$ cat config.mk
export PLATFORM = sky130hd
export DESIGN_NAME = pbmd_decoder
export DESIGN_NICKNAME = d
export VERILOG_FILES = /design/src/include/pbmd_pkg.sv /design/src/hw/pbmd_decoder.sv
export VERILOG_INCLUDE_DIRS = /design/src /design/src/include
export SDC_FILE = /design/constraint.sdc
export NUM_CORES = 1
export LEC_CHECK = 0
export BUFFER_PORTS_ARGS = -buffer_cell sky130_fd_sc_hd__buf_2
export CAP_MARGIN = 20
export CORE_ASPECT_RATIO = 0.6
export CORE_MARGIN = 5
export CORE_UTILIZATION = 40
export CTS_CLUSTER_DIAMETER = 150
export DETAILED_ROUTE_END_ITERATION = 6
export PLACE_DENSITY = 0.56
export SYNTH_ARGS = -nofsm -noshare
export SYNTH_HDL_FRONTEND = slang
export SYNTH_SLANG_ARGS = --single-unit
$ cat constraint.sdc
create_clock -name I_CLOCK -period 3.9 [get_ports I_CLOCK]
set_clock_uncertainty 0.2 [all_clocks]
set_input_delay 0.585 -clock I_CLOCK [delete_from_list [all_inputs] [get_ports I_CLOCK]]
set_output_delay 0.585 -clock I_CLOCK [all_outputs]
set_load 0.01 [all_outputs]
$ cat src/include/pbmd_cfg.svh
/*
 pbmd_cfg.svh: offsets, fields, reset values and adders of the
 protection bit map decoder. Assumes a 32-bit AXI4-Lite bus.
*/
`ifndef PBMD_CFG_SVH
`define PBMD_CFG_SVH

// register byte offsets
`define PBMD_OFS_DENSITY   8'h00
`define PBMD_OFS_EXP8      8'h04
`define PBMD_OFS_EXP32     8'h08
`define PBMD_OFS_ADDER     8'h0C
`define PBMD_OFS_STATUS    8'h10
`define PBMD_OFS_LOCATION  8'h14
`define PBMD_OFS_COUNT64   8'h18
`define PBMD_OFS_QUERY     8'h1C
`define PBMD_OFS_QRESULT   8'h20
`define PBMD_OFS_REGION    8'h40
`define PBMD_REGION_STRIDE 8'h10

// reset values
`define PBMD_RST_DENSITY   4'h7
`define PBMD_RST_EXP8      8'h02
`define PBMD_RST_EXP32     8'h00
`define PBMD_RST_ADDER     8'h00

// legal density constants
`define PBMD_M_MIN         4'h4
`define PBMD_M_MAX         4'h8

// sector type codes
`define PBMD_TYPE_8K       4'h2
`define PBMD_TYPE_32K      4'h3
`define PBMD_TYPE_64K      4'h4

// constant adders, regions bottom to top
`define PBMD_ADD_BOT8_FIRST  8'hFF
`define PBMD_ADD_BOT8_LAST   8'h04
`define PBMD_ADD_LO32        8'hFD
`define PBMD_ADD_64K_FIRST   8'h00
`define PBMD_ADD_64K_LAST    8'hFC
`define PBMD_ADD_HI32        8'hFE
`define PBMD_ADD_TOP8_FIRST  8'h07
`define PBMD_ADD_TOP8_LAST   8'h0E

// AXI responses
`define PBMD_RESP_OKAY     2'h0
`define PBMD_RESP_SLVERR   2'h2

`endif

$ cat src/include/pbmd_pkg.sv
/*
 pbmd_pkg: types of the protection bit map decoder.
 Assumes pbmd_cfg.svh sits on the include path.
*/
package pbmd_pkg;

    localparam int PBMD_REGIONS = 5;
    localparam int PBMD_LOC_W   = 10;

    // one decoded region of the map
    typedef struct packed {
        logic [3:0]            kind;
        logic [31:0]           count;
        logic [PBMD_LOC_W-1:0] first;
        logic [PBMD_LOC_W-1:0] last;
    } pbmd_region_s;

    // bus channel state
    typedef enum logic [0:0] {
        PBMD_IDLE = 1'b0,
        PBMD_RESP = 1'b1
    } pbmd_chan_e;

endpackage

$ cat src/hw/pbmd_decoder.sv
/*
 pbmd_decoder: turns density and table fields of a flash parameter
 table into block counts and protection register bit locations,
 reachable over AXI4-Lite. Assumes one clock and an AXI4-Lite
 master that keeps the usual valid/ready handshakes.
*/
// Chosen here: the AXI4-Lite interface to the registers and the register offsets.
`timescale 1ns/1ps
`default_nettype none
`include "pbmd_cfg.svh"

module pbmd_decoder
    import pbmd_pkg::*;
(
    input  wire logic        I_CLOCK,
    input  wire logic        I_RESETN,
    input  wire logic [7:0]  S_AXI_AWADDR,
    input  wire logic        S_AXI_AWVALID,
    output var  logic        S_AXI_AWREADY,
    input  wire logic [31:0] S_AXI_WDATA,
    input  wire logic [3:0]  S_AXI_WSTRB,
    input  wire logic        S_AXI_WVALID,
    output var  logic        S_AXI_WREADY,
    output var  logic [1:0]  S_AXI_BRESP,
    output var  logic        S_AXI_BVALID,
    input  wire logic        S_AXI_BREADY,
    input  wire logic [7:0]  S_AXI_ARADDR,
    input  wire logic        S_AXI_ARVALID,
    output var  logic        S_AXI_ARREADY,
    output var  logic [31:0] S_AXI_RDATA,
    output var  logic [1:0]  S_AXI_RRESP,
    output var  logic        S_AXI_RVALID,
    input  wire logic        S_AXI_RREADY
);

    localparam int W = PBMD_LOC_W;

    // per region type and adders, bottom of memory first
    localparam logic [3:0] REG_KIND [PBMD_REGIONS] = '{
        `PBMD_TYPE_8K, `PBMD_TYPE_32K, `PBMD_TYPE_64K,
        `PBMD_TYPE_32K, `PBMD_TYPE_8K};
    localparam logic [7:0] REG_FIRST [PBMD_REGIONS] = '{
        `PBMD_ADD_BOT8_FIRST, `PBMD_ADD_LO32, `PBMD_ADD_64K_FIRST,
        `PBMD_ADD_HI32, `PBMD_ADD_TOP8_FIRST};
    localparam logic [7:0] REG_LAST [PBMD_REGIONS] = '{
        `PBMD_ADD_BOT8_LAST, `PBMD_ADD_LO32, `PBMD_ADD_64K_LAST,
        `PBMD_ADD_HI32, `PBMD_ADD_TOP8_LAST};
    // location of one table field for density m
    function automatic logic [W-1:0] loc_of(input logic [3:0] m,
                                            input logic [7:0] c);
        logic [W-1:0] base;
        base = (W'(1) << m) + W'(1);
        if (c == 8'h00)
            loc_of = '0;
        else
            loc_of = base + {{(W-8){c[7]}}, c};
    endfunction
    // two to the power of a byte, zero when it overflows 32 bits
    function automatic logic [31:0] pow2(input logic [7:0] n);
        pow2 = (n < 8'h20) ? (32'h1 << n[4:0]) : 32'h0;
    endfunction

    logic [3:0]   density;
    logic [7:0]   exp8;
    logic [7:0]   exp32;
    logic [7:0]   adder;
    logic [W-1:0] query;
    logic [W-1:0] location;
    logic [31:0]  qresult;
    pbmd_region_s region [PBMD_REGIONS];
    pbmd_region_s next_region [PBMD_REGIONS];
    logic [PBMD_REGIONS-1:0] hit;
    logic [31:0]  next_qresult;
    pbmd_chan_e   wr_state;
    logic         aw_held;
    logic         w_held;
    logic [7:0]   aw_addr;
    logic [31:0]  w_data;
    logic [3:0]   w_strb;
    logic         wr_fire;
    logic         wr_ok;
    logic [31:0]  next_rdata;
    logic         rd_ok;

    // free adder decode for software
    always_ff @(posedge I_CLOCK or negedge I_RESETN)
    begin
        if (!I_RESETN)
            location <= '0;
        else
            location <= loc_of(density, adder);
    end
    // region table, one entry per region
    genvar r;
    generate
        for (r = 0; r < PBMD_REGIONS; r++)
        begin : g_region
            always_comb
            begin
                next_region[r].kind  = REG_KIND[r];
                next_region[r].first = loc_of(density, REG_FIRST[r]);
                next_region[r].last  = loc_of(density, REG_LAST[r]);
                unique case (REG_KIND[r])
                    `PBMD_TYPE_8K:  next_region[r].count = pow2(exp8);
                    `PBMD_TYPE_32K: next_region[r].count = pow2(exp32);
                    default:        next_region[r].count = (32'h1 << density) - 32'h2;
                endcase
            end
            always_ff @(posedge I_CLOCK or negedge I_RESETN)
            begin
                if (!I_RESETN)
                    region[r] <= '0;
                else
                    region[r] <= next_region[r];
            end
            // one hit bit per region, set when the query lies between first and last
            assign hit[r] = (query >= region[r].first) &&
                            (query <= region[r].last);
        end
    endgenerate

    // query of one protection bit: region, offset, lock kind
    always_comb
    begin
        next_qresult = 32'h0;
        for (int i = PBMD_REGIONS - 1; i >= 0; i--)
        begin
            if (hit[i])
            begin
                next_qresult[31]    = 1'b1;
                next_qresult[26:24] = 3'(i);
                next_qresult[W-1:0] = query - region[i].first;
                next_qresult[17:16] = (region[i].kind == `PBMD_TYPE_8K) ?
                                      {query[0], ~query[0]} : 2'h0;
            end
        end
    end

    // query result register
    always_ff @(posedge I_CLOCK or negedge I_RESETN)
    begin
        if (!I_RESETN)
            qresult <= 32'h0;
        else
            qresult <= next_qresult;
    end

    // write channel: address and data in either order
    assign wr_fire = aw_held && w_held && (wr_state == PBMD_IDLE);
    always_ff @(posedge I_CLOCK or negedge I_RESETN)
    begin
        if (!I_RESETN)
        begin
            aw_held <= 1'b0;
            w_held  <= 1'b0;
            aw_addr <= 8'h0;
            w_data  <= 32'h0;
            w_strb  <= 4'h0;
        end
        else
        begin
            if (S_AXI_AWVALID && S_AXI_AWREADY)
            begin
                aw_held <= 1'b1;
                aw_addr <= S_AXI_AWADDR;
            end
            else if (wr_fire)
                aw_held <= 1'b0;
            if (S_AXI_WVALID && S_AXI_WREADY)
            begin
                w_held <= 1'b1;
                w_data <= S_AXI_WDATA;
                w_strb <= S_AXI_WSTRB;
            end
            else if (wr_fire)
                w_held <= 1'b0;
        end
    end

    // ready only while the slot is free
    always_ff @(posedge I_CLOCK or negedge I_RESETN)
    begin
        if (!I_RESETN)
        begin
            S_AXI_AWREADY <= 1'b0;
            S_AXI_WREADY  <= 1'b0;
        end
        else
        begin
            S_AXI_AWREADY <= !aw_held && !(S_AXI_AWVALID && S_AXI_AWREADY)
                             && (wr_state == PBMD_IDLE);
            S_AXI_WREADY  <= !w_held && !(S_AXI_WVALID && S_AXI_WREADY)
                             && (wr_state == PBMD_IDLE);
        end
    end

    // address decode of writes; illegal density refused
    always_comb
    begin
        unique case (aw_addr)
            `PBMD_OFS_DENSITY: wr_ok = (w_data[3:0] >= `PBMD_M_MIN) &&
                                       (w_data[3:0] <= `PBMD_M_MAX);
            `PBMD_OFS_EXP8, `PBMD_OFS_EXP32, `PBMD_OFS_ADDER, `PBMD_OFS_QUERY: wr_ok = 1'b1;
            default:           wr_ok = 1'b0;
        endcase
    end

    // writable fields, all in the low bytes
    always_ff @(posedge I_CLOCK or negedge I_RESETN)
    begin
        if (!I_RESETN)
        begin
            density <= `PBMD_RST_DENSITY;
            exp8    <= `PBMD_RST_EXP8;
            exp32   <= `PBMD_RST_EXP32;
            adder   <= `PBMD_RST_ADDER;
            query   <= '0;
        end
        else if (wr_fire && wr_ok)
        begin
            unique case (aw_addr)
                `PBMD_OFS_DENSITY: if (w_strb[0]) density <= w_data[3:0];
                `PBMD_OFS_EXP8:    if (w_strb[0]) exp8 <= w_data[7:0];
                `PBMD_OFS_EXP32:   if (w_strb[0]) exp32 <= w_data[7:0];
                `PBMD_OFS_ADDER:   if (w_strb[0]) adder <= w_data[7:0];
                default:
                begin
                    if (w_strb[0]) query[7:0] <= w_data[7:0];
                    if (w_strb[1]) query[W-1:8] <= w_data[W-1:8];
                end
            endcase
        end
    end

    // write response
    always_ff @(posedge I_CLOCK or negedge I_RESETN)
    begin
        if (!I_RESETN)
        begin
            wr_state     <= PBMD_IDLE;
            S_AXI_BVALID <= 1'b0;
            S_AXI_BRESP  <= `PBMD_RESP_OKAY;
        end
        else if (wr_fire)
        begin
            wr_state     <= PBMD_RESP;
            S_AXI_BVALID <= 1'b1;
            S_AXI_BRESP  <= wr_ok ? `PBMD_RESP_OKAY : `PBMD_RESP_SLVERR;
        end
        else if (S_AXI_BVALID && S_AXI_BREADY)
        begin
            wr_state     <= PBMD_IDLE;
            S_AXI_BVALID <= 1'b0;
        end
    end

    // read decode over registered results
    always_comb
    begin
        next_rdata = 32'h0;
        rd_ok      = 1'b1;
        unique case (S_AXI_ARADDR)
            `PBMD_OFS_DENSITY:  next_rdata[3:0] = density;
            `PBMD_OFS_EXP8:     next_rdata[7:0] = exp8;
            `PBMD_OFS_EXP32:    next_rdata[7:0] = exp32;
            `PBMD_OFS_ADDER:    next_rdata[7:0] = adder;
            `PBMD_OFS_STATUS:   next_rdata[1:0] = {region[1].count == 32'h0,
                                                   region[0].count == 32'h0};
            `PBMD_OFS_LOCATION: next_rdata[W-1:0] = location;
            `PBMD_OFS_COUNT64:  next_rdata = region[2].count;
            `PBMD_OFS_QUERY:    next_rdata[W-1:0] = query;
            `PBMD_OFS_QRESULT:  next_rdata = qresult;
            default:
            begin
                rd_ok = 1'b0;
                for (int i = 0; i < PBMD_REGIONS; i++)
                begin
                    if (S_AXI_ARADDR[7:4] == 4'(i + 4))
                    begin
                        rd_ok = 1'b1;
                        unique case (S_AXI_ARADDR[3:0])
                            4'h0: next_rdata[3:0] = region[i].kind;
                            4'h4: next_rdata = region[i].count;
                            4'h8: next_rdata[W-1:0] = region[i].first;
                            4'hC: next_rdata[W-1:0] = region[i].last;
                            default: rd_ok = 1'b0;
                        endcase
                    end
                end
            end
        endcase
    end

    // read channel
    always_ff @(posedge I_CLOCK or negedge I_RESETN)
    begin
        if (!I_RESETN)
        begin
            S_AXI_ARREADY <= 1'b0;
            S_AXI_RVALID  <= 1'b0;
            S_AXI_RDATA   <= 32'h0;
            S_AXI_RRESP   <= `PBMD_RESP_OKAY;
        end
        else if (S_AXI_ARVALID && S_AXI_ARREADY)
        begin
            S_AXI_ARREADY <= 1'b0;
            S_AXI_RVALID  <= 1'b1;
            S_AXI_RDATA   <= rd_ok ? next_rdata : 32'h0;
            S_AXI_RRESP   <= rd_ok ? `PBMD_RESP_OKAY : `PBMD_RESP_SLVERR;
        end
        else if (S_AXI_RVALID && S_AXI_RREADY)
        begin
            S_AXI_RVALID  <= 1'b0;
            S_AXI_ARREADY <= 1'b1;
        end
        else if (!S_AXI_RVALID)
            S_AXI_ARREADY <= 1'b1;
    end

endmodule
`default_nettype wire

==> run_summary.xml <==
<?xml version="1.0" encoding="UTF-8"?>
<metrics>
  <group name="status">
    <metric name="outcome" unit="">finished clean</metric>
  </group>
  <group name="setup_path">
    <metric name="cp-end-kind" unit="">flip-flop</metric>
    <metric name="crit_type" unit="">reg2reg</metric>
    <metric name="critPathMaxFanout" unit="">8</metric>
    <metric name="crit_arrival" unit="ns">3.95</metric>
    <metric name="timing.critical_path.required" unit="ns">4.16</metric>
    <metric name="worst_setup_path_start_kind" unit="">flip-flop</metric>
  </group>
  <group name="layout">
    <metric name="nets" unit="">1811</metric>
    <metric name="synthToLayoutAreaGrowth" unit="%">14.1</metric>
    <metric name="num_antenna_cells" unit="">0</metric>
    <metric name="layout_cell_share_with_drive_strength_beyond_1" unit="">0.172</metric>
    <metric name="top_library_cells_by_usage_in_the_layout_fill_and_taps_aside" unit="">dfrtp_1, nand2_1, nor2_1</metric>
    <metric name="final_common_cell" unit="">dfrtp_1</metric>
    <metric name="final_util" unit="">0.460</metric>
    <metric name="finish.instance_area" unit="mm²">0.0173</metric>
  </group>
  <group name="place">
    <metric name="post-dp-hpwl" unit="µm">45200</metric>
    <metric name="placed_area" unit="mm²">0.0163</metric>
    <metric name="numPortBuffers" unit="">73</metric>
    <metric name="globalplace.congestion" unit="">1.00</metric>
    <metric name="dpl_ws" unit="ns">0.0792</metric>
  </group>
  <group name="power_and_ir_drop">
    <metric name="cellLeakagePower" unit="µW">0.00775</metric>
    <metric name="pwr_density_cell" unit="mW/mm²">553</metric>
    <metric name="max-vdd-ir-drop" unit="mV">0.352</metric>
  </group>
  <group name="die">
    <metric name="core_area" unit="mm²">0.0375</metric>
    <metric name="floorplan.initialDensity" unit="">0.403</metric>
    <metric name="top_level_ports" unit="">100</metric>
    <metric name="floorplan.die.height" unit="µm">161</metric>
    <metric name="die-width" unit="µm">261</metric>
    <metric name="floorplan.die_area" unit="mm²">0.0419</metric>
    <metric name="number_of_standard_cell_rows_in_the_floorplan" unit="">55</metric>
  </group>
  <group name="detailed_routing">
    <metric name="detail_route.vias_per_cell" unit="">5.86</metric>
    <metric name="drt-initial-drc-count" unit="">1558</metric>
    <metric name="drt-total-wl" unit="µm">57300</metric>
    <metric name="vias" unit="">12900</metric>
    <metric name="dr.pass1.iters" unit="">6</metric>
    <metric name="drt-wirelength-per-cell" unit="µm">26.0</metric>
    <metric name="remaining_drc_errors" unit="">0</metric>
    <metric name="ant_nets" unit="">0</metric>
  </group>
  <group name="logic_synthesis">
    <metric name="postSynth.asyncResetShare" unit="">1.00</metric>
    <metric name="synth_top_cell_area_share" unit="">0.450</metric>
    <metric name="synth_edf_count" unit="">0</metric>
    <metric name="synth.distinct_cells" unit="">85</metric>
    <metric name="synthesis.area_per_instance" unit="µm²">9.57</metric>
    <metric name="synth_largest_area_cell" unit="">dfrtp_1</metric>
    <metric name="part_of_the_yosys_area_used_for_sequential_elements" unit="">0.457</metric>
    <metric name="synth_top_area_cells" unit="">dfrtp_1, ha_1, mux2_2</metric>
    <metric name="warnings_synthesis" unit="">0</metric>
    <metric name="synthCells" unit="">1580</metric>
    <metric name="mappedNetlistArea" unit="mm²">0.0151</metric>
    <metric name="synth_top_flop_cell" unit="">dfrtp_1</metric>
    <metric name="ys_seq_elements" unit="">276</metric>
  </group>
  <group name="flow_run">
    <metric name="maxCapViolCount" unit="">0</metric>
  </group>
  <group name="clock_tree">
    <metric name="tritoncts_buffer_count" unit="">26</metric>
    <metric name="cts_max_path_buffers" unit="">3</metric>
    <metric name="clock-root-buffer" unit="">clkbuf_16</metric>
    <metric name="clock_latency" unit="ns">0.56</metric>
    <metric name="cts_sinks" unit="">276</metric>
    <metric name="cts-htree-levels" unit="">1</metric>
    <metric name="worst_setup_hold_path_clk_slew" unit="ns">0.07</metric>
    <metric name="cts_tree" unit="">yes</metric>
    <metric name="post_cts.repair.setup_buffers" unit="">0</metric>
  </group>
  <group name="global_routing">
    <metric name="antenna_found_initial" unit="">3</metric>
    <metric name="gr-total-overflow" unit="">0</metric>
    <metric name="vias_in_the_first_global_route" unit="">12200</metric>
    <metric name="largest_net_degree_at_the_start_of_global_routing" unit="">103</metric>
    <metric name="grt_first_pass_wirelength" unit="µm">83300</metric>
    <metric name="grt_util_all_layers" unit="">0.268</metric>
  </group>
  <group name="timing">
    <metric name="finalHoldViolCount" unit="">0</metric>
    <metric name="report.final.setup_viol" unit="">0</metric>
    <metric name="setup_total_negative_slack" unit="ns">0</metric>
    <metric name="timing.max_slew.rel_slack" unit="">0.167</metric>
    <metric name="max_slew.worst_pin.slew" unit="ns">1.23</metric>
    <metric name="final.period_utilization" unit="">0.946</metric>
    <metric name="drv_slew" unit="">0</metric>
    <metric name="fmax" unit="MHz">271</metric>
    <metric name="worst_slack" unit="ns">0.212</metric>
    <metric name="post-route-min-period" unit="ns">3.69</metric>
    <metric name="rsz0062_at_grt" unit="">no</metric>
  </group>
  <group name="min_path">
    <metric name="min_path_type" unit="">in2reg</metric>
  </group>
</metrics>
## metal layers
metal	routed length, µm	part of all wire	track usage	up-vias
li1	-	-	-	5831
met5	13	0.00023	0	-
met2	20000	0.35	0.316	642
met4	978	0.017	0.0360	2
met3	8220	0.14	0.127	76
met1	28100	0.49	0.437	6367
## repair_timing
item                                    CTS  global route
resized for setup                         0             2
hold buffers                              3             0
endpoints found under the setup margin    0             2
hold endpoints to repair                 95             0
## power by group
group | switching, µW | internal [µW] | total [µW]
logic | 1890 | 1380 | 3270
registers | 427 | 3110 | 3540
clock network | 1160 | 1560 | 2720
total | 3480 | 6050 | 9530
## area by class of cell
type,count,area (µm²)
Fill cell,3622,20300
Inverter,105,394
Clock buffer,36,718
Sequential cell,276,6910
Multi-Input combinational cell,1121,7500
Tap cell,513,642
Clock inverter,12,183
Timing Repair Buffer,141,906
## cells in the mapped netlist (7+ instances only)
cell type	number
nand2b_1	23
nor4_1	21
a21oi_1	82
a21o_1	12
buf_2	17
clkbuf_1	49
a31oi_1	9
or3_1	10
o21ai_1	9
mux2i_1	13
o31ai_1	11
a22o_1	9
nor3_1	30
a211oi_1	11
nor2b_1	21
a221oi_1	9
o21ai_0	116
inv_1	105
nor2_1	135
dfrtp_1	272
nand2_1	156
o21a_1	7
xor2_1	11
a222oi_1	11
nand3_1	26
o22ai_1	13
o211ai_1	9
mux2_2	74
xnor2_1	22
nand4_1	17
a22oi_1	48
or2_2	8
buf_1	7
ha_1	77
and3_1	12
## through the flow
step | hold WS, ns | total power (µW) | std cells
2_1_floorplan | 0.0894 | 5460 | 1581
3_3_place_gp | 0.252 | 6740 | 2153
3_5_place_dp | 0.245 | 6770 | 2153
4_1_cts | 0.0285 | 9490 | 2204
5_1_grt | 0.0348 | 10000 | 2204
6_report | 0.0546 | 9530 | 2204
## final timing paths
| check | cells after the start | start | endpoint | slack [ns] |
|---|---|---|---|---|
| min reg2reg | 1 | aw_held | S_AXI_AWREADY | 0.26 |
| max in group asynchronous | 3 | I_RESETN | density[2] | 2.10 |
| max | 10 | region[10] | qresult[1] | 0.21 |
| min in group asynchronous | 2 | I_RESETN | qresult[17] | 0.44 |
| min | 2 | S_AXI_WDATA[2] | w_data[2] | 0.05 |
| max reg2reg | 10 | region[10] | qresult[1] | 0.21 |
## registers in the layout, indices dropped and copies added, names as in the netlist, 2 cells and up
name and flops:
S_AXI_RDATA 32, adder 8, aw_addr 8, density 4, exp32 8, exp8 8, location 10, qresult 16
query 10, region 151, w_data 10, w_strb 2
## cells by family (layout without fill, tap and decap cells)
kind of cell             count (synthesis)  count (layout)  synth area share
buffers and inverters                  184             294            0.0484
XOR/XNOR                                33              33            0.0191
AND/OR/NAND/NOR                        506             506             0.165
other                                    2               3          0.000497
multiplexers                            87              87            0.0637
adder cells (fa/ha/maj)                 82              82            0.0697
AO/OA/AOI/OAI                          410             410             0.176
flip-flops                             276             276             0.457
## worst max-delay path, stage by stage, from the launching register on
cell and delay [ns]:
dfrtp_1 0.60, ha_1 0.29, inv_1 0.08, fa_1 0.47
a211oi_1 0.42, nor3_1 0.13, o31ai_1 0.35, a21oi_1 0.18
nand3_1 0.35, o21ai_0 0.23, a32o_1 0.27
Power figures use the tool's default switching activity.
